`src/ecl_pkg.sv`:
```
// Shared constants and types for the link fragmenter ends
// How it works
// - S header byte: bit7 last, bit6 first
// - Last flag clear until final fragment
// - First flag only on opening fragment
// - Three-byte stream tag, MSB first, then payload
// - Stream tag zero never used
// - M header: zero byte plus tag
// - Producer segments, consumer reassembles
// - Rebuild per category of stream tag; code rebuilds one RX_TAG stream, category from RX_CAT
// - Reassembly never exceeds 4096 bytes
// - Fragments no larger than buffer size
// - Downstream datagram at most 4096 bytes
// - Upstream datagram over 1500 refused
package ecl_pkg;
	localparam int          ADDR_W     = 3;
	localparam int          FIFO_W     = 8;
	localparam int          FIFO_DEPTH = 8;
	localparam int          LEN_W      = 13;
	localparam logic [12:0] MAX_DOWN   = 13'h1000;
	localparam logic [12:0] MAX_UP     = 13'h05dc;
	localparam logic [12:0] MAX_DGRAM  = 13'h1000;
	localparam int          LAST_BIT   = 7;
	localparam int          FIRST_BIT  = 6;
	// Register offsets, segmenting end
	localparam logic [2:0]  TX_CTRL    = 3'h0;
	localparam logic [2:0]  TX_TAG     = 3'h1;
	localparam logic [2:0]  TX_LEN     = 3'h2;
	localparam logic [2:0]  TX_FRAG    = 3'h3;
	localparam logic [2:0]  TX_STAT    = 3'h4;
	// Register offsets, reassembling end
	localparam logic [2:0]  RX_CTRL    = 3'h0;
	localparam logic [2:0]  RX_TAG     = 3'h1;
	localparam logic [2:0]  RX_CAT     = 3'h2;
	localparam logic [2:0]  RX_LEN     = 3'h3;
	localparam logic [2:0]  RX_STAT    = 3'h4;
	// Field positions
	localparam int          CTRL_MULTI = 0;
	localparam int          CTRL_UP    = 1;
	localparam int          CTRL_START = 2;
	localparam int          ST_BUSY    = 0;
	localparam int          ST_REFUSED = 1;
	localparam int          ST_ORPHAN  = 1;
	localparam int          ST_OVER    = 2;
	localparam int          ST_TAGERR  = 3;
	// Values after reset
	localparam logic [12:0] FRAG_RST   = 13'h0100;
	localparam logic [23:0] TAG_RST    = 24'h000000;

	typedef enum logic [1:0] {
		TX_IDLE = 2'b00,
		TX_HDR  = 2'b01,
		TX_PAY  = 2'b10
	} tx_state_t;

	typedef enum logic [1:0] {
		RX_HDR   = 2'b00,
		RX_PAY   = 2'b01,
		RX_DRAIN = 2'b10
	} rx_state_t;

	typedef enum logic [1:0] {
		CAT_IP      = 2'h0,
		CAT_SECTION = 2'h1,
		CAT_TUNNEL  = 2'h2
	} category_t;
endpackage : ecl_pkg

```
`src/ecl_link_if.sv`:
```
// Byte link between the segmenting and reassembling ends
`timescale 1ns/1ps
interface ecl_link_if;
	logic [7:0] data;
	logic       valid;
	logic       ready;
	logic       last;
	modport tx (output data, output valid, output last, input ready);
	modport rx (input data, input valid, input last, output ready);
endinterface : ecl_link_if

```
`src/frag_tx.sv`:
```
// Segmenting end with its payload FIFO
`timescale 1ns/1ps
module byte_fifo #(
	parameter int WIDTH = 8,
	parameter int DEPTH = 8
) (
	input  wire logic             ref_clk,
	input  wire logic             srst,
	input  wire logic [WIDTH-1:0] in_data,
	input  wire logic             in_valid,
	output logic                  in_ready,
	output logic      [WIDTH-1:0] out_data,
	output logic                  out_valid,
	input  wire logic             out_ready
);
	localparam int AW = $clog2(DEPTH);
	logic [WIDTH-1:0] mem [DEPTH];
	logic [AW:0]      wptr;
	logic [AW:0]      rptr;
	logic [AW:0]      next_wptr;
	logic [AW:0]      next_rptr;
	logic             push;
	logic             pop;

	always_comb begin
		in_ready  = (wptr - rptr) != (AW+1)'(DEPTH);
		out_valid = wptr != rptr;
		push      = in_valid && in_ready;
		pop       = out_valid && out_ready;
		next_wptr = push ? wptr + 1'b1 : wptr;
		next_rptr = pop ? rptr + 1'b1 : rptr;
	end
	assign out_data = mem[rptr[AW-1:0]];

	always_ff @(posedge ref_clk) begin
		if (srst) begin
			wptr <= '0;
			rptr <= '0;
		end else begin
			wptr <= next_wptr;
			rptr <= next_rptr;
		end
	end
	always_ff @(posedge ref_clk) begin
		if (push) begin
			mem[wptr[AW-1:0]] <= in_data;
		end
	end
endmodule : byte_fifo

module frag_tx import ecl_pkg::*; (
	input  wire logic              ref_clk,
	input  wire logic              srst,
	input  wire logic [ADDR_W-1:0] addr,
	input  wire logic [31:0]       wdata,
	input  wire logic              wr,
	input  wire logic              rd,
	output logic      [31:0]       rdata,
	input  wire logic [7:0]        in_data,
	input  wire logic              in_valid,
	output logic                   in_ready,
	ecl_link_if.tx                 link
);
	tx_state_t   state;
	tx_state_t   next_state;
	logic        multi, next_multi;
	logic        up, next_up;
	logic [23:0] tag, next_tag;
	logic [12:0] len, next_len;
	logic [12:0] frag, next_frag;
	logic        refused, next_refused;
	logic [1:0]  idx, next_idx;
	logic [12:0] remain, next_remain;
	logic [12:0] pay, next_pay;
	logic        first, next_first;
	logic [7:0]  l_data, next_l_data;
	logic        l_valid, next_l_valid;
	logic        l_last, next_l_last;
	logic [31:0] next_rdata;
	logic [7:0]  f_data;
	logic        f_valid;
	logic        f_pop;
	logic        start;
	logic        e_multi;
	logic        e_up;
	logic [12:0] limit;
	logic        adv;
	logic        is_last;
	logic [12:0] this_len;

	// Payload bytes wait here; a stall on the link backs up to in_ready
	byte_fifo #(.WIDTH(FIFO_W), .DEPTH(FIFO_DEPTH)) u_fifo (
		.ref_clk   (ref_clk),
		.srst      (srst),
		.in_data   (in_data),
		.in_valid  (in_valid),
		.in_ready  (in_ready),
		.out_data  (f_data),
		.out_valid (f_valid),
		.out_ready (f_pop)
	);

	assign link.data  = l_data;
	assign link.valid = l_valid;
	assign link.last  = l_last;

	always_comb begin
		next_state   = state;
		next_multi   = multi;
		next_up      = up;
		next_tag     = tag;
		next_len     = len;
		next_frag    = frag;
		next_refused = refused;
		next_idx     = idx;
		next_remain  = remain;
		next_pay     = pay;
		next_first   = first;
		next_l_data  = l_data;
		next_l_last  = l_last;
		next_l_valid = l_valid && !link.ready;
		next_rdata   = 32'h0;
		f_pop        = 1'b0;
		adv          = !l_valid || link.ready;
		start        = wr && addr == TX_CTRL && wdata[CTRL_START];
		e_multi      = start ? wdata[CTRL_MULTI] : multi;
		e_up         = start ? wdata[CTRL_UP] : up;
		limit        = e_up ? MAX_UP : MAX_DOWN;
		is_last      = remain <= frag;
		this_len     = is_last ? remain : frag;
		// Configuration is frozen while a datagram is in flight
		if (wr && state == TX_IDLE) begin
			unique case (addr)
				TX_CTRL: begin
					next_multi = wdata[CTRL_MULTI];
					next_up    = wdata[CTRL_UP];
				end
				TX_TAG:  next_tag  = wdata[23:0];
				TX_LEN:  next_len  = wdata[12:0];
				TX_FRAG: next_frag = wdata[12:0];
				default: ;
			endcase
		end
		if (wr && addr == TX_STAT && wdata[ST_REFUSED]) begin
			next_refused = 1'b0;
		end
		if (rd) begin
			unique case (addr)
				TX_CTRL: next_rdata = {30'h0, up, multi};
				TX_TAG:  next_rdata = {8'h0, tag};
				TX_LEN:  next_rdata = {19'h0, len};
				TX_FRAG: next_rdata = {19'h0, frag};
				TX_STAT: next_rdata = {30'h0, refused, state != TX_IDLE};
				default: next_rdata = 32'h0;
			endcase
		end
		unique case (state)
			TX_IDLE: begin
				if (start) begin
					// M headers carry no flags, so one packet per datagram
					if (tag == 24'h0 || len == 13'h0 || len > limit ||
					    frag == 13'h0 || (e_multi && len > frag)) begin
						next_refused = 1'b1;
					end else begin
						next_state  = TX_HDR;
						next_idx    = 2'h0;
						next_remain = len;
						next_first  = 1'b1;
					end
				end
			end
			TX_HDR: begin
				if (adv) begin
					next_l_valid = 1'b1;
					next_l_last  = 1'b0;
					next_idx     = idx + 2'h1;
					unique case (idx)
						2'h0: next_l_data = multi ? 8'h00 :
							{is_last, first, 6'h00};
						2'h1: next_l_data = tag[23:16];
						2'h2: next_l_data = tag[15:8];
						2'h3: next_l_data = tag[7:0];
						default: ;
					endcase
					if (idx == 2'h3) begin
						next_state = TX_PAY;
						next_pay   = this_len;
					end
				end
			end
			TX_PAY: begin
				if (adv && f_valid) begin
					f_pop        = 1'b1;
					next_l_valid = 1'b1;
					next_l_data  = f_data;
					next_l_last  = pay == 13'h1;
					next_pay     = pay - 13'h1;
					next_remain  = remain - 13'h1;
					if (pay == 13'h1) begin
						next_idx   = 2'h0;
						next_first = 1'b0;
						next_state = remain == 13'h1 ? TX_IDLE : TX_HDR;
					end
				end
			end
			default: next_state = TX_IDLE;
		endcase
		// A refusal in the same cycle as its clear is kept
		if (state == TX_IDLE && start && next_state == TX_IDLE) begin
			next_refused = 1'b1;
		end
	end

	always_ff @(posedge ref_clk) begin
		if (srst) begin
			state   <= TX_IDLE;
			multi   <= 1'b0;
			up      <= 1'b0;
			tag     <= TAG_RST;
			len     <= 13'h0;
			frag    <= FRAG_RST;
			refused <= 1'b0;
			idx     <= 2'h0;
			remain  <= 13'h0;
			pay     <= 13'h0;
			first   <= 1'b0;
			l_data  <= 8'h0;
			l_valid <= 1'b0;
			l_last  <= 1'b0;
			rdata   <= 32'h0;
		end else begin
			state   <= next_state;
			multi   <= next_multi;
			up      <= next_up;
			tag     <= next_tag;
			len     <= next_len;
			frag    <= next_frag;
			refused <= next_refused;
			idx     <= next_idx;
			remain  <= next_remain;
			pay     <= next_pay;
			first   <= next_first;
			l_data  <= next_l_data;
			l_valid <= next_l_valid;
			l_last  <= next_l_last;
			rdata   <= next_rdata;
		end
	end
endmodule : frag_tx

```
`src/flat_wrapper.sv`:
```
// flat-port wrapper written by rule: the top's interface ports become plain ports
module frag_tx_flat import ecl_pkg::*;
  (ref_clk, srst, addr, wdata, wr, rd, rdata, in_data, in_valid, in_ready, link_data, link_valid, link_last, link_ready);
  ecl_link_if link_i ();
  input  wire logic ref_clk;
  input  wire logic srst;
  input  wire logic [ADDR_W-1:0] addr;
  input  wire logic [31:0] wdata;
  input  wire logic wr;
  input  wire logic rd;
  output logic      [31:0] rdata;
  input  wire logic [7:0] in_data;
  input  wire logic in_valid;
  output logic in_ready;
  output wire logic [$bits(link_i.data)-1:0] link_data;
  output wire logic [$bits(link_i.valid)-1:0] link_valid;
  output wire logic [$bits(link_i.last)-1:0] link_last;
  input wire logic [$bits(link_i.ready)-1:0] link_ready;
  assign link_data = link_i.data;
  assign link_valid = link_i.valid;
  assign link_last = link_i.last;
  assign link_i.ready = link_ready;
  frag_tx u_core (.ref_clk(ref_clk), .srst(srst), .addr(addr), .wdata(wdata), .wr(wr), .rd(rd), .rdata(rdata), .in_data(in_data), .in_valid(in_valid), .in_ready(in_ready), .link(link_i));
endmodule
```
`config.mk`:
```
export PLATFORM = sky130hd
export DESIGN_NAME = frag_tx_flat
export DESIGN_NICKNAME = d
export VERILOG_FILES = /design/src/ecl_pkg.sv /design/src/ecl_link_if.sv /design/src/frag_tx.sv /design/src/flat_wrapper.sv
export SDC_FILE = /design/constraint.sdc
export NUM_CORES = 1
export LEC_CHECK = 0
export BUFFER_PORTS_ARGS = -buffer_cell sky130_fd_sc_hd__buf_2
export CAP_MARGIN = 10
export CELL_PAD_IN_SITES_DETAIL_PLACEMENT = 1
export CELL_PAD_IN_SITES_GLOBAL_PLACEMENT = 1
export CORE_ASPECT_RATIO = 0.75
export CORE_MARGIN = 2
export CORE_UTILIZATION = 45
export CTS_CLUSTER_SIZE = 24
export DETAILED_ROUTE_END_ITERATION = 16
export PLACE_DENSITY_LB_ADDON = 0.1
export REMOVE_ABC_BUFFERS = 1
export SLEW_MARGIN = 20
export SYNTH_ARGS = -nofsm -noshare
export SYNTH_HDL_FRONTEND = slang
export SYNTH_HIERARCHICAL = 1
export SYNTH_SLANG_ARGS = --single-unit
```
`constraint.sdc`:
```
create_clock -name ref_clk -period 6.5 [get_ports ref_clk]
set_input_delay 0.325 -clock ref_clk [delete_from_list [all_inputs] [get_ports ref_clk]]
set_output_delay 0.325 -clock ref_clk [all_outputs]
set_load 0.01 [all_outputs]
```
Word level (Yosys, flattened, before mapping)

Memory sizes are Yosys's and may differ from the RTL's. A register that Yosys moved wholly into a read port is not among the register bits.
Index checks and enable logic that the tools add are counted.

Register bits after elaboration: 134
Memory bits (writable): 64
Bits of input ports: 49
Word-level logic and storage cells: 141
Memories kept: 1

Memories:

| memory            | words | bits a word | rd ports | clocked after memory_dff | wr ports | line          | RTL |
|---|---|---|---|---|---|---|---|
| u_core.u_fifo.mem | 8     | 8           | 1        | 1                        | 1        | frag_tx.sv:17 | `logic [WIDTH-1:0] mem [DEPTH];` |

Add/sub/neg operators: 6
Order comparisons: 3
Equality and inequality tests: 19
Mux-type cells: 54
Bitwise gates (word level): 1
Reductions and logical operators: 40

Operators with widths:

| kind                  | number |
|---|---|
| $pmux 24 s5           | 1 |
| $mux 13               | 8 |
| $pmux 13 s2           | 2 |
| $pmux 8 s4            | 1 |
| $eq 13x1->1 const B   | 2 |
| $gt 13x13->1          | 2 |
| $logic_not 13->1      | 2 |
| $sub 13x1->13 const B | 2 |
| $logic_not 24->1      | 1 |
| $mux 8                | 3 |
| $mux 2                | 11 |
| $mux 1                | 20 |
| $pmux 8 s2            | 1 |
| $le 13x13->1          | 1 |
| $logic_and 1x1->1     | 12 |
| $pmux 2 s3            | 2 |
| $ne 2x1->1 const B    | 5 |
| $add 4x1->4 const B   | 2 |
| $reduce_and 2->1      | 4 |
| $reduce_and 4->1      | 2 |
| $eq 2x2->1 const B    | 3 |
| $eq 3x2->1 const B    | 2 |
| $logic_not 2->1       | 3 |
| $mux 3                | 2 |
| other kinds (19)      | 29 |

Logic depth before layout (Yosys ltp)

Gate-level depths: netlist of run 1.

Word-level depth: 15
Mapped depth: 16
Depth with buffers taken out: 13

Hierarchy

Netlist of run 1, hierarchy kept.

By module, submodules not included:

| module    | instances | cells an instance | area an instance (um2) | sequential area each (um2) |
|---|---|---|---|---|
| frag_tx   | 1         | 831               | 6,764.0                | 2,362.3 |
| byte_fifo | 1         | 169               | 3,088.0                | 2,142.1 |

Worst setup path before layout of run 1

OpenSTA, ideal clock, no wires.

Kind: input port to flip-flop
From: input port addr[2]
To: register u_core.remain[12]
Setup time: 0.135 ns
Data arrival time: 3.118 ns
Required time: 6.365 ns
Path slack: 3.247 ns
Stages on the path: 15
Cell sequence: buf_6 or4b_4 o21ai_4 nand2_1 inv_1 ha_1 a2111o_1 a211o_1 o2111ai_1 a31oi_2 o21a_1 buf_6 buf_8 a21oi_1 o32ai_2

Word-level cells in the longest chain between the ends: 11
Elaborated cells between the ends (all ways): 14
Those cells by class: 1 x order compare; 2 x eq/ne; 3 x mux; 8 x reduce/logical

RTL lines:

| item                               | line              | RTL |
|---|---|---|
| start, declared                    | flat_wrapper.sv:7 | `input wire logic [ADDR_W-1:0] addr;` |
| $logic_not 3->1 (*)                | frag_tx.sv:125    | `start = wr && addr == TX_CTRL && wdata[CTRL_START];` |
| $logic_and 1x1->1 (*) (2 in a row) | frag_tx.sv:125    |  |
| $mux 1                             | frag_tx.sv:127    | `e_up = start ? wdata[CTRL_UP] : up;` |
| $mux 13                            | frag_tx.sv:128    | `limit = e_up ? MAX_UP : MAX_DOWN;` |
| $gt 13x13->1                       | frag_tx.sv:161    | `if (tag == 24'h0 \|\| len == 13'h0 \|\| len > limit \|\|` |
| $logic_or 1x1->1 (2 in a row)      | frag_tx.sv:161    |  |
| $logic_or 1x1->1                   | frag_tx.sv:162    | `frag == 13'h0 \|\| (e_multi && len > frag)) begin` |
| $ne 2x2->1 (no line)               | n/a               |  |
| $reduce_and 4->1 (no line) (*)     | n/a               |  |
| end signal, assigned               | frag_tx.sv:240    | `remain <= next_remain;` |
| end, declared                      | frag_tx.sv:73     | `logic [12:0] remain, next_remain;` |

Mark *: on every way between the ends. The rest lies on a longest branch, timed or not.
A chain may end at the register's enable or synchronous reset.

Worst setup path after layout of run 1

From: input port addr[1]
To: register u_core.remain[9]

Same word-level chain as after synthesis.

==> results of run 1 <==
-- cell usage in the layout (no fill, tap or decap), types with 10 or more instances in the layout --
cell type and count:
o21ai_0 35, nor2b_1 11, buf_4 10, a21oi_1 71, buf_2 74, nand2b_1 10
a22oi_1 19, nand4_1 10, edfxtp_1 64, nor2_1 88, clkbuf_16 17, nor4_1 19
dfxtp_1 129, mux4_2 16, a211oi_1 21, mux2i_1 32, nand3_1 25, ha_1 46
nand2_1 104, inv_1 42, and2_1 16, nor3_1 31, mux2_2 21
-- layer usage --
metal	GRT usage, %	wire (um)
met3	5.05	1600
met2	39.8	13100
met1	39.5	14900
met4	5.79	323
met5	0	0
-- sequential cells by signal (all words and copies together) (netlist names), 4 cells and up, named ones only --
signal / count
u_core/remain: 13
u_core/rdata: 24
u_core/pay: 13
u_core/u_fifo/mem: 64
u_core/u_fifo/wptr: 4
u_core/link.data: 8
u_core/len: 13
u_core/tag: 24
u_core/frag: 13
u_core/u_fifo/rptr: 4
-- kinds of logic after synthesis --
| group | after synthesis |
|---|---|
| adder cells (fa/ha/maj) | 47 |
| AND/OR/NAND/NOR | 346 |
| buffers and inverters | 107 |
| XOR/XNOR | 5 |
| other | 1 |
| AO/OA/AOI/OAI | 231 |
| flip-flops | 193 |
| multiplexers | 70 |
-- power by group --
part           internal (mW)  total (mW)  switching, mW
clock network          0.534        1.10          0.563
registers               1.26        1.28         0.0180
logic                 0.0564       0.159          0.103
total                   1.85        2.53          0.684
-- cell usage after synthesis (25+ instances only) --
| cell | number |
|---|---|
| dfxtp_1 | 129 |
| nand2_1 | 104 |
| nor2_1 | 89 |
| a21oi_1 | 71 |
| edfxtp_1 | 64 |
| ha_1 | 47 |
| clkbuf_1 | 46 |
| inv_1 | 42 |
| o21ai_0 | 35 |
| mux2i_1 | 32 |
| nor3_1 | 31 |
| nand3_1 | 25 |
-- path summary, 6_finish.rpt --
| check | startpoint | endpoint | slack (ns) |
|---|---|---|---|
| setup / recovery | addr[1] | u_core/remain[9] | 2.66 |
| hold reg to reg | u_core/link.data[6] | u_core/link.data[6] | 0.50 |
| setup reg to reg | u_core/up | u_core/remain[9] | 3.02 |
| hold / removal | wdata[19] | u_core/tag[19] | 0.12 |
-- worst max-delay path, delay by kind of cell --
kind / cells / cell delay, ns
AO/OA/AOI/OAI: 7 / 2.29
AND/OR/NAND/NOR: 4 / 1.01
buffers and inverters: 2 / 0.36
adder cells (fa/ha/maj): 1 / 0.15
-- cell type report --
class,instances,area (um^2)
tap,288,360
multi-input combinational,707,4920
timing repair buffer,84,445
clock inverter,15,191
sequential,193,4500
fill,2423,10300
clock buffer,17,425
inverter,42,158
==> impl_metrics.json, run 1 <==
{
  "outcome": "complete, no violations",
  "synth_top_family_by_area": "simple AND/OR/NAND/NOR gates",
  "postSynthAreaPerCell_um2": 9.85,
  "tightest_slew_ns": 1.06,
  "crit_slowest_cell": "o21a_1",
  "std_cell_rows": 46,
  "cap_viol_max_count": 0,
  "antenna_found_initial": 0,
  "cts_tree": "done",
  "synth_seq_area_share_pct": 45.7,
  "synth-seq-cells": 193,
  "vias": 8033,
  "hold_violations": 0,
  "io_pins": 92,
  "cts.sinks": 193,
  "drt_wl_total_mm": 29.9,
  "grt_use_total_pct": 26.5,
  "post_cts_resize_count": 0,
  "synth_compound_area_share_pct": 16.4,
  "path_max_fanout": 22,
  "grt_pass1_vias": 8249,
  "drive_gt1_share_pct": 17.1,
  "drt_iter0_markers": 718,
  "area_growth_pct": 11.7,
  "clock.fmax_mhz": 261,
  "antenna_cells": 0,
  "fin_nets": 1141,
  "leakage_nw": 4.08,
  "yosys-mux-area-fraction_pct": 9.42,
  "first_pass_iters": 8,
  "syn_area_um2": 9850,
  "critical_path.most_common_cell": "nand2_1",
  "clk_latency_ns": 0.44,
  "place_inst": 1314,
  "async_reset_ff_share_pct": 0,
  "synth_area_leaders": "dfxtp_1 26%, edfxtp_1 20%, ha_1 6.0%",
  "drtAntennaViolNets": 0,
  "holdWs_ns": 0.125,
  "place_congestion": 0.865,
  "synthAdderAreaFrac_pct": 5.97,
  "yosysTopAreaCell": "dfxtp_1",
  "stdcell_count": 1346,
  "crit_chain": "buf_2 > or4b_4 > o21ai_4 > nand2_1 > inv_1 > ha_1 > nand2_1 > o311a_1 > a211oi_1 > o2111ai_1 > a31oi_2 > o21a_1 > nor3_1 > a31o_2",
  "drt-wirelength-per-cell_um": 22.2,
  "root_buffer": "clkbuf_16",
  "yosys.area_share.simple_pct": 17.2,
  "synth.distinct_cells": 79,
  "path_class": "in2reg",
  "period_needed_ns": 3.84,
  "design.core.area_um2": 21300,
  "skew_ns": 0.0131,
  "rr_worst_depth": 12,
  "syn_inst": 1000,
  "whs_path_depth": 3,
  "grt_max_degree": 61,
  "ys.flop_type": "dfxtp_1",
  "die_h_um": 132,
  "setup_viol": 0,
  "slew_headroom_pct": 29.1,
  "synth-xor-area-share_pct": 0.584,
  "hp-class": "in2reg",
  "rsz0062_at_grt": "no",
  "cp_slowest_stage_delay_ns": 0.69,
  "setup_tns_ns": 0,
  "dp_slack_ns": 2.27,
  "cts.path.max_buffers": 2,
  "die_x_um": 175,
  "total_power_mw": 2.53,
  "design_area_um2": 11000,
  "arrival_ns": 4.17,
  "synth_edf_count": 64,
  "post_cts_buffers": 0,
  "yosys_warnings": 6,
  "numCtsBuffers": 17,
  "h-tree-depth": 4,
  "numPortBuffers": 75,
  "synth_top_area_share_pct": 26.2,
  "drv_slew": 0,
  "drc": 0,
  "placed_area_um2": 10400,
  "utilization_pct": 51.7,
  "hpwl_mm": 21.3,
  "p_per_area_nw_per_um2": 230,
  "worstSetupStartpointType": "input port",
  "initial_core_util_pct": 46.3,
  "path_clk_slew_ns": 0.08,
  "cp.required_ns": 6.84,
  "postCtsHoldBufs": 0,
  "grt.overflow.total": 0,
  "grt_pass1_wl_mm": 47.6,
  "vias_per_cell": 5.97,
  "die_area_um2": 23100,
  "timing.final.crit_share_pct": 59.0,
  "ir_drop_mv": 0.181,
  "end_kind": "register",
  "fin_ws_ns": 2.66
}
No activity file was read; power rests on OpenSTA's default activity.
==> inputs of run 2 (changes only) <==
==> constraint.sdc (replaced) <==
create_clock -name ref_clk -period 3.7 [get_ports ref_clk]
set_input_delay 0.185 -clock ref_clk [delete_from_list [all_inputs] [get_ports ref_clk]]
set_output_delay 0.185 -clock ref_clk [all_outputs]
set_load 0.01 [all_outputs]
==> run 2 against run 1 <==
Register-to-register slack worse by 2.5 ns. Wire length rose by 2.7%. Sequential cell count unchanged. Core utilization rose by 2.0 points. Critical path depth decreased by 5. Combinational power up 97%. Sequential share of layout area down 1.5 points. First-iteration DRC count is 4.5% higher. Hold slack worse by 0.099 ns. Design area grew 3.8%. Critical path type is now reg2reg. Critical endpoint is now u_core/link.data[7].
==> impl_metrics.json, run 2 (synthesis gave the netlist of run 1 again) <==
{
  "outcome": "complete, no violations",
  "drt_iter0_markers": 750,
  "drt_wl_total_mm": 30.7,
  "crit_chain": "inv_1 > ha_1 > and4_1 > a2111oi_0 > nand2_1 > o2111ai_2 > a21o_1 > a31oi_1 > o41ai_1",
  "layout_common_cells": "129 x dfxtp_1, 104 x nand2_1, 89 x nor2_1",
  "die_x_um": 175,
  "fin_ws_ns": 0.510,
  "cp_num_buf_inv": 1,
  "crit_slowest_cell": "a21o_1",
  "design.core.area_um2": 21300,
  "tightest_slew_ns": 0.875,
  "slew_headroom_pct": 41.6,
  "final.fill_count": 2435,
  "clock.fmax_mhz": 313,
  "largest_reg_flops": 64,
  "place_congestion": 0.874,
  "grt_pass1_wl_mm": 48.7,
  "hold_violations": 0,
  "dp_slack_ns": 0.199,
  "rsz0062_at_grt": "no",
  "fin_nets": 1189,
  "timing.final.crit_share_pct": 86.2,
  "first_pass_iters": 5,
  "p_per_area_nw_per_um2": 394,
  "cts.path.max_buffers": 2,
  "die_h_um": 132,
  "drive_gt1_share_pct": 18.5,
  "grt_max_degree": 58,
  "setup_tns_ns": 0,
  "end_kind": "register",
  "cts_tree": "done",
  "path_class": "reg2reg",
  "grt_use_total_pct": 27.1,
  "setup_viol": 0,
  "drv_slew": 0,
  "skew_ns": 0.0125,
  "layout_commonest_cell": "dfxtp_1",
  "multi_input_area_um2": 4910,
  "antenna_found_initial": 1,
  "post_cts_resize_count": 0,
  "ir_drop_mv": 0.328,
  "drc": 0,
  "drt-wirelength-per-cell_um": 22.0,
  "numCtsBuffers": 17,
  "grt.overflow.total": 0,
  "io_pins": 92,
  "arrival_ns": 3.53,
  "postCtsHoldBufs": 22,
  "vias": 8277,
  "initial_core_util_pct": 46.3,
  "clk_latency_ns": 0.45,
  "grt_pass1_vias": 8504,
  "stdcell_count": 1395,
  "die_area_um2": 23100,
  "hpwl_mm": 21.7,
  "vias_per_cell": 5.93,
  "crit_family": "compound AO/OA/AOI/OAI gates",
  "numPortBuffers": 75,
  "cp_slowest_stage_delay_ns": 0.50,
  "drtAntennaViolNets": 0,
  "period_needed_ns": 3.19,
  "root_buffer": "clkbuf_16",
  "cts.sinks": 193,
  "path_clk_slew_ns": 0.08,
  "worstSetupStartpointType": "register",
  "hp-class": "in2reg",
  "post_cts_buffers": 0,
  "cap_viol_max_count": 0,
  "path_max_fanout": 12,
  "h-tree-depth": 4,
  "leakage_nw": 4.30,
  "area_growth_pct": 16.0,
  "place_inst": 1340,
  "regArea_um2": 4500,
  "cp.required_ns": 4.04,
  "std_cell_rows": 46
}
run 2: cell types whose count changed in the layout (fill, tap and decap cells not counted), sizes merged:
| cell | change |
|---|---|
| dlygate4sd3 | +22 |
| inv | -4 |
| bufinv | +2 |
| buf | +26 |
| clkinv | -2 |
| clkinvlp | +4 |
| diode | +1 |
run 2: area by class of cell:
class	instances	share of cell area (%)
multi-input cells	707	43.0
flip-flops and latches	193	39.4
repair buffers	132	7.64
clock buffers	17	3.72
well taps	288	3.15
clock inverters	15	1.65
inverters	42	1.38
diodes	1	0.0219
run 2: worst min-delay path, stage by stage:
cell and delay, ns:
buf_2 0.11, mux2i_1 0.07, nor2_1 0.07
run 2: final timing paths:
path,start,endpoint,depth (start not counted),slack [ns]
worst min-delay path,wdata[3],u_core/frag[3],3,0.03
worst max-delay path,u_core/frag[6],u_core/link.data[7],9,0.51
worst min register to register,u_core/link.data[6],u_core/link.data[6],2,0.49
worst max register to register,u_core/frag[6],u_core/link.data[7],9,0.51
run 2: power by group:
| group | internal (mW) | switching [mW] | leakage (nW) | total (mW) |
|---|---|---|---|---|
| Sequential | 2.22 | 0.0301 | 1.62 | 2.25 |
| Combinational | 0.124 | 0.189 | 2.39 | 0.313 |
| Clock | 1.03 | 0.911 | 0.290 | 1.94 |
| Total | 3.37 | 1.13 | 4.30 | 4.50 |
run 2: stage by stage:
| step | hold WS [ns] | power [mW] | util (%) | cell area [um^2] |
|---|---|---|---|---|
| after global routing | 0.0185 | 4.65 | 53.6 | 11400 |
| after detailed placement | 0.433 | 2.58 | 49.7 | 10600 |
| after floorplan | 0.247 | 2.44 | - | 9570 |
| after global placement | 0.433 | 2.57 | 49.7 | 10600 |
| after CTS | 0.00134 | 4.54 | 53.6 | 11400 |
| final | 0.0254 | 4.50 | 53.7 | 11400 |
run 2: layer usage:
metal | vias up | GRT usage [%] | wire length [um]
met5 | - | 0 | 18
met4 | 2 | 6.25 | 365
met3 | 34 | 5.65 | 1800
met2 | 237 | 41.1 | 13600
met1 | 4121 | 39.7 | 15000
li1 | 3883 | - | -
==> inputs of run 3 (changes only) <==
--- a/config.mk
+++ b/config.mk
@@ -6,7 +6,6 @@
 export NUM_CORES = 1
 export LEC_CHECK = 0
 export BUFFER_PORTS_ARGS = -buffer_cell sky130_fd_sc_hd__buf_2
-export CAP_MARGIN = 10
 export CELL_PAD_IN_SITES_DETAIL_PLACEMENT = 1
 export CELL_PAD_IN_SITES_GLOBAL_PLACEMENT = 1
 export CORE_ASPECT_RATIO = 0.75
@@ -19,5 +18,4 @@
 export SLEW_MARGIN = 20
 export SYNTH_ARGS = -nofsm -noshare
 export SYNTH_HDL_FRONTEND = slang
-export SYNTH_HIERARCHICAL = 1
 export SYNTH_SLANG_ARGS = --single-unit
==> run 3 against run 2 <==
Clock skew hardly changed. Critical path depth is 5 higher. Combinational power is 2% lower. Count of clock-buffer cells in the layout is 1 higher. Final cell count is 3.7% lower. Clock power is 3% lower. Largest cell class unchanged.
==> impl_metrics.json, run 3 <==
{
  "synth.distinct_cells": 68,
  "hpwl_mm": 21.0,
  "place_inst": 1291,
  "leakage_nw": 4.26,
  "die_h_um": 130,
  "syn_inst": 954,
  "grt_use_total_pct": 26.9,
  "vias_per_cell": 5.81,
  "synth_compound_area_share_pct": 14.0,
  "timing.final.crit_share_pct": 84.0,
  "path_clk_slew_ns": 0.07,
  "io_pins": 92,
  "synthAdderAreaFrac_pct": 5.93,
  "antenna_cells": 0,
  "p_per_area_nw_per_um2": 401,
  "async_reset_ff_share_pct": 0,
  "yosys-mux-area-fraction_pct": 11.6,
  "timing.rr.end": "u_core.remain[1]",
  "stdcell_count": 1343,
  "regArea_um2": 4500,
  "ir_drop_mv": 0.313,
  "total_power_mw": 4.43,
  "slew_headroom_pct": 40.3,
  "syn_area_um2": 9490,
  "grt.overflow.total": 0,
  "first_pass_iters": 5,
  "multi_input_area_um2": 4600,
  "place_congestion": 0.904,
  "design.core.area_um2": 20400,
  "crit_slowest_cell": "o31a_1",
  "ys.flop_type": "dfxtp_1",
  "period_needed_ns": 3.11,
  "skew_ns": 0.0123,
  "initial_core_util_pct": 46.4,
  "cap_viol_max_count": 0,
  "drive_gt1_share_pct": 17.8,
  "utilization_pct": 54.0,
  "synth_seq_area_share_pct": 47.5,
  "std_cell_rows": 45,
  "numPortBuffers": 75,
  "regToRegStartpoint": "u_core.up",
  "die_x_um": 172,
  "cp_slowest_stage_delay_ns": 0.44,
  "holdWs_ns": 0.0162,
  "die_area_um2": 22300,
  "yosys-top-cells-count": "129 x dfxtp_1, 96 x nor2_1, 92 x nand2_1, 77 x a21oi_1, 64 x edfxtp_1",
  "synth-seq-cells": 193,
  "layout_common_cells": "129 x dfxtp_1, 96 x nor2_1, 92 x nand2_1",
  "yosys_warnings": 0,
  "cp_num_buf_inv": 3,
  "fin_nets": 1142,
  "final.fill_count": 2315,
  "drc": 0,
  "grt_pass1_vias": 7788,
  "end_kind": "register",
  "yosysTopAreaCell": "dfxtp_1",
  "whs_path_depth": 1,
  "numCtsBuffers": 17,
  "arrival_ns": 3.45,
  "clock.fmax_mhz": 322,
  "antenna_found_initial": 1,
  "synth_top_area_share_pct": 27.2,
  "yosys.area_share.simple_pct": 16.0,
  "drtAntennaViolNets": 0,
  "cp.required_ns": 4.04,
  "tightest_slew_ns": 0.894,
  "drv_slew": 0,
  "hp-start": "in_data[0]",
  "cts.sinks": 193,
  "area_growth_pct": 16.3,
  "hp-class": "in2reg",
  "grt_max_degree": 58,
  "cts.path.max_buffers": 2,
  "cts_tree": "done",
  "reg2reg_slack_ns": 0.68,
  "synthMostInstantiatedCell": "dfxtp_1",
  "path_max_fanout": 8,
  "layout_commonest_cell": "dfxtp_1",
  "worstSetupStartpointType": "input port",
  "synth_top_family_by_area": "simple AND/OR/NAND/NOR gates",
  "synth_area_leaders": "dfxtp_1 27%, edfxtp_1 20%, ha_1 5.9%",
  "path_class": "in2reg",
  "synth-xor-area-share_pct": 0.554,
  "crit_chain": "buf_2 > nor2_1 > buf_4 > nand3_4 > mux2i_4 > inv_1 > ha_1 > nand2_1 > a2111oi_0 > mux2i_1 > a31oi_2 > o31a_1 > nor4_1 > a31o_2",
  "h-tree-depth": 4,
  "drt-wirelength-per-cell_um": 21.5,
  "drt_iter0_markers": 558,
  "rsz0062_at_grt": "no",
  "drt_wl_total_mm": 28.9,
  "crit_family": "compound AO/OA/AOI/OAI gates",
  "hold_violations": 0,
  "outcome": "complete, no violations",
  "largest_reg_flops": 64,
  "hold_end": "u_core.u_fifo.mem[2][0]",
  "synth_edf_count": 64,
  "clk_latency_ns": 0.45,
  "setup_tns_ns": 0,
  "postSynthAreaPerCell_um2": 9.95,
  "vias": 7806,
  "setup_viol": 0,
  "root_buffer": "clkbuf_16",
  "post_cts_resize_count": 0,
  "grt_pass1_wl_mm": 44.7,
  "rr_worst_depth": 10
}
==> run 3: changes by cell type in the layout (fill, tap and decap cells not counted), moves of 6 or more <==
cell,before,now
nand2_1,104,92
nor2_1,89,96
nor3_1,31,21
a21oi_1,71,77
a211oi_1,21,10
nand4_1,10,17
mux2i_1,32,48
o21ai_0,35,24
==> run 3: area by class of cell <==
class                      count  share of cell area (%)
inverter                      40                    1.36
multi-input combinational    668                    41.7
clock buffer                  18                    3.90
timing repair buffer         128                    7.48
clock inverter                14                    1.54
sequential                   193                    40.8
tap                          282                    3.20
==> run 3: through the flow <==
step / setup WS, ns / area (um^2)
finish: 0.594 / 11000
global route: 0.316 / 11000
CTS: 0.635 / 11000
detailed placement: 0.168 / 10200
global placement: 0.244 / 10200
floorplan: 0.161 / 9250
==> run 3: worst reg2reg max path, cell delays in order, from the launching register on <==
cell and delay [ns]:
dfxtp_1 0.35, mux2i_4 0.24, inv_1 0.11, ha_1 0.38, nand2_1 0.13, a2111oi_0 0.40, mux2i_1 0.16, a31oi_2 0.35
o31a_1 0.44, nor4_1 0.11, a31o_2 0.24
==> run 3: cells by family after synthesis <==
family                   after synthesis
AND/OR/NAND/NOR                      321
AO/OA/AOI/OAI                        202
flip-flops                           193
buffers and inverters                100
multiplexers                          86
adder cells (fa/ha/maj)               45
XOR/XNOR                               6
other                                  1
==> run 3: worst max-delay path by stage <==
stage                          startpoint                to  slack [ns]  cells past startpoint
after floorplan           u_core.state[0]  u_core.remain[5]        0.16                      7
after global placement            addr[1]  u_core.remain[1]        0.24                     14
after detailed placement          addr[1]  u_core.remain[3]        0.17                     14
after CTS                         addr[1]  u_core.remain[3]        0.64                     14
after global routing              addr[1]  u_core.remain[1]        0.32                     14
final                             addr[1]  u_core.remain[1]        0.59                     14
==> run 3: where the power goes <==
part           internal (mW)  switching (mW)  leakage, nW
logic                  0.121           0.184         2.35
clock network          0.969           0.909        0.287
registers               2.22          0.0267         1.62
==> run 3: repair_timing <==
item                                   CTS  global route
buffers inserted                         0             0
endpoints found under the hold margin   37             0
hold buffers                            20             0
==> run 3: per-layer routing <==
metal	share of wire, %	global-route usage, %
met4	1.6	7.43
met3	5.1	4.82
met2	43	40.2
met5	0.038	0
met1	51	40.0
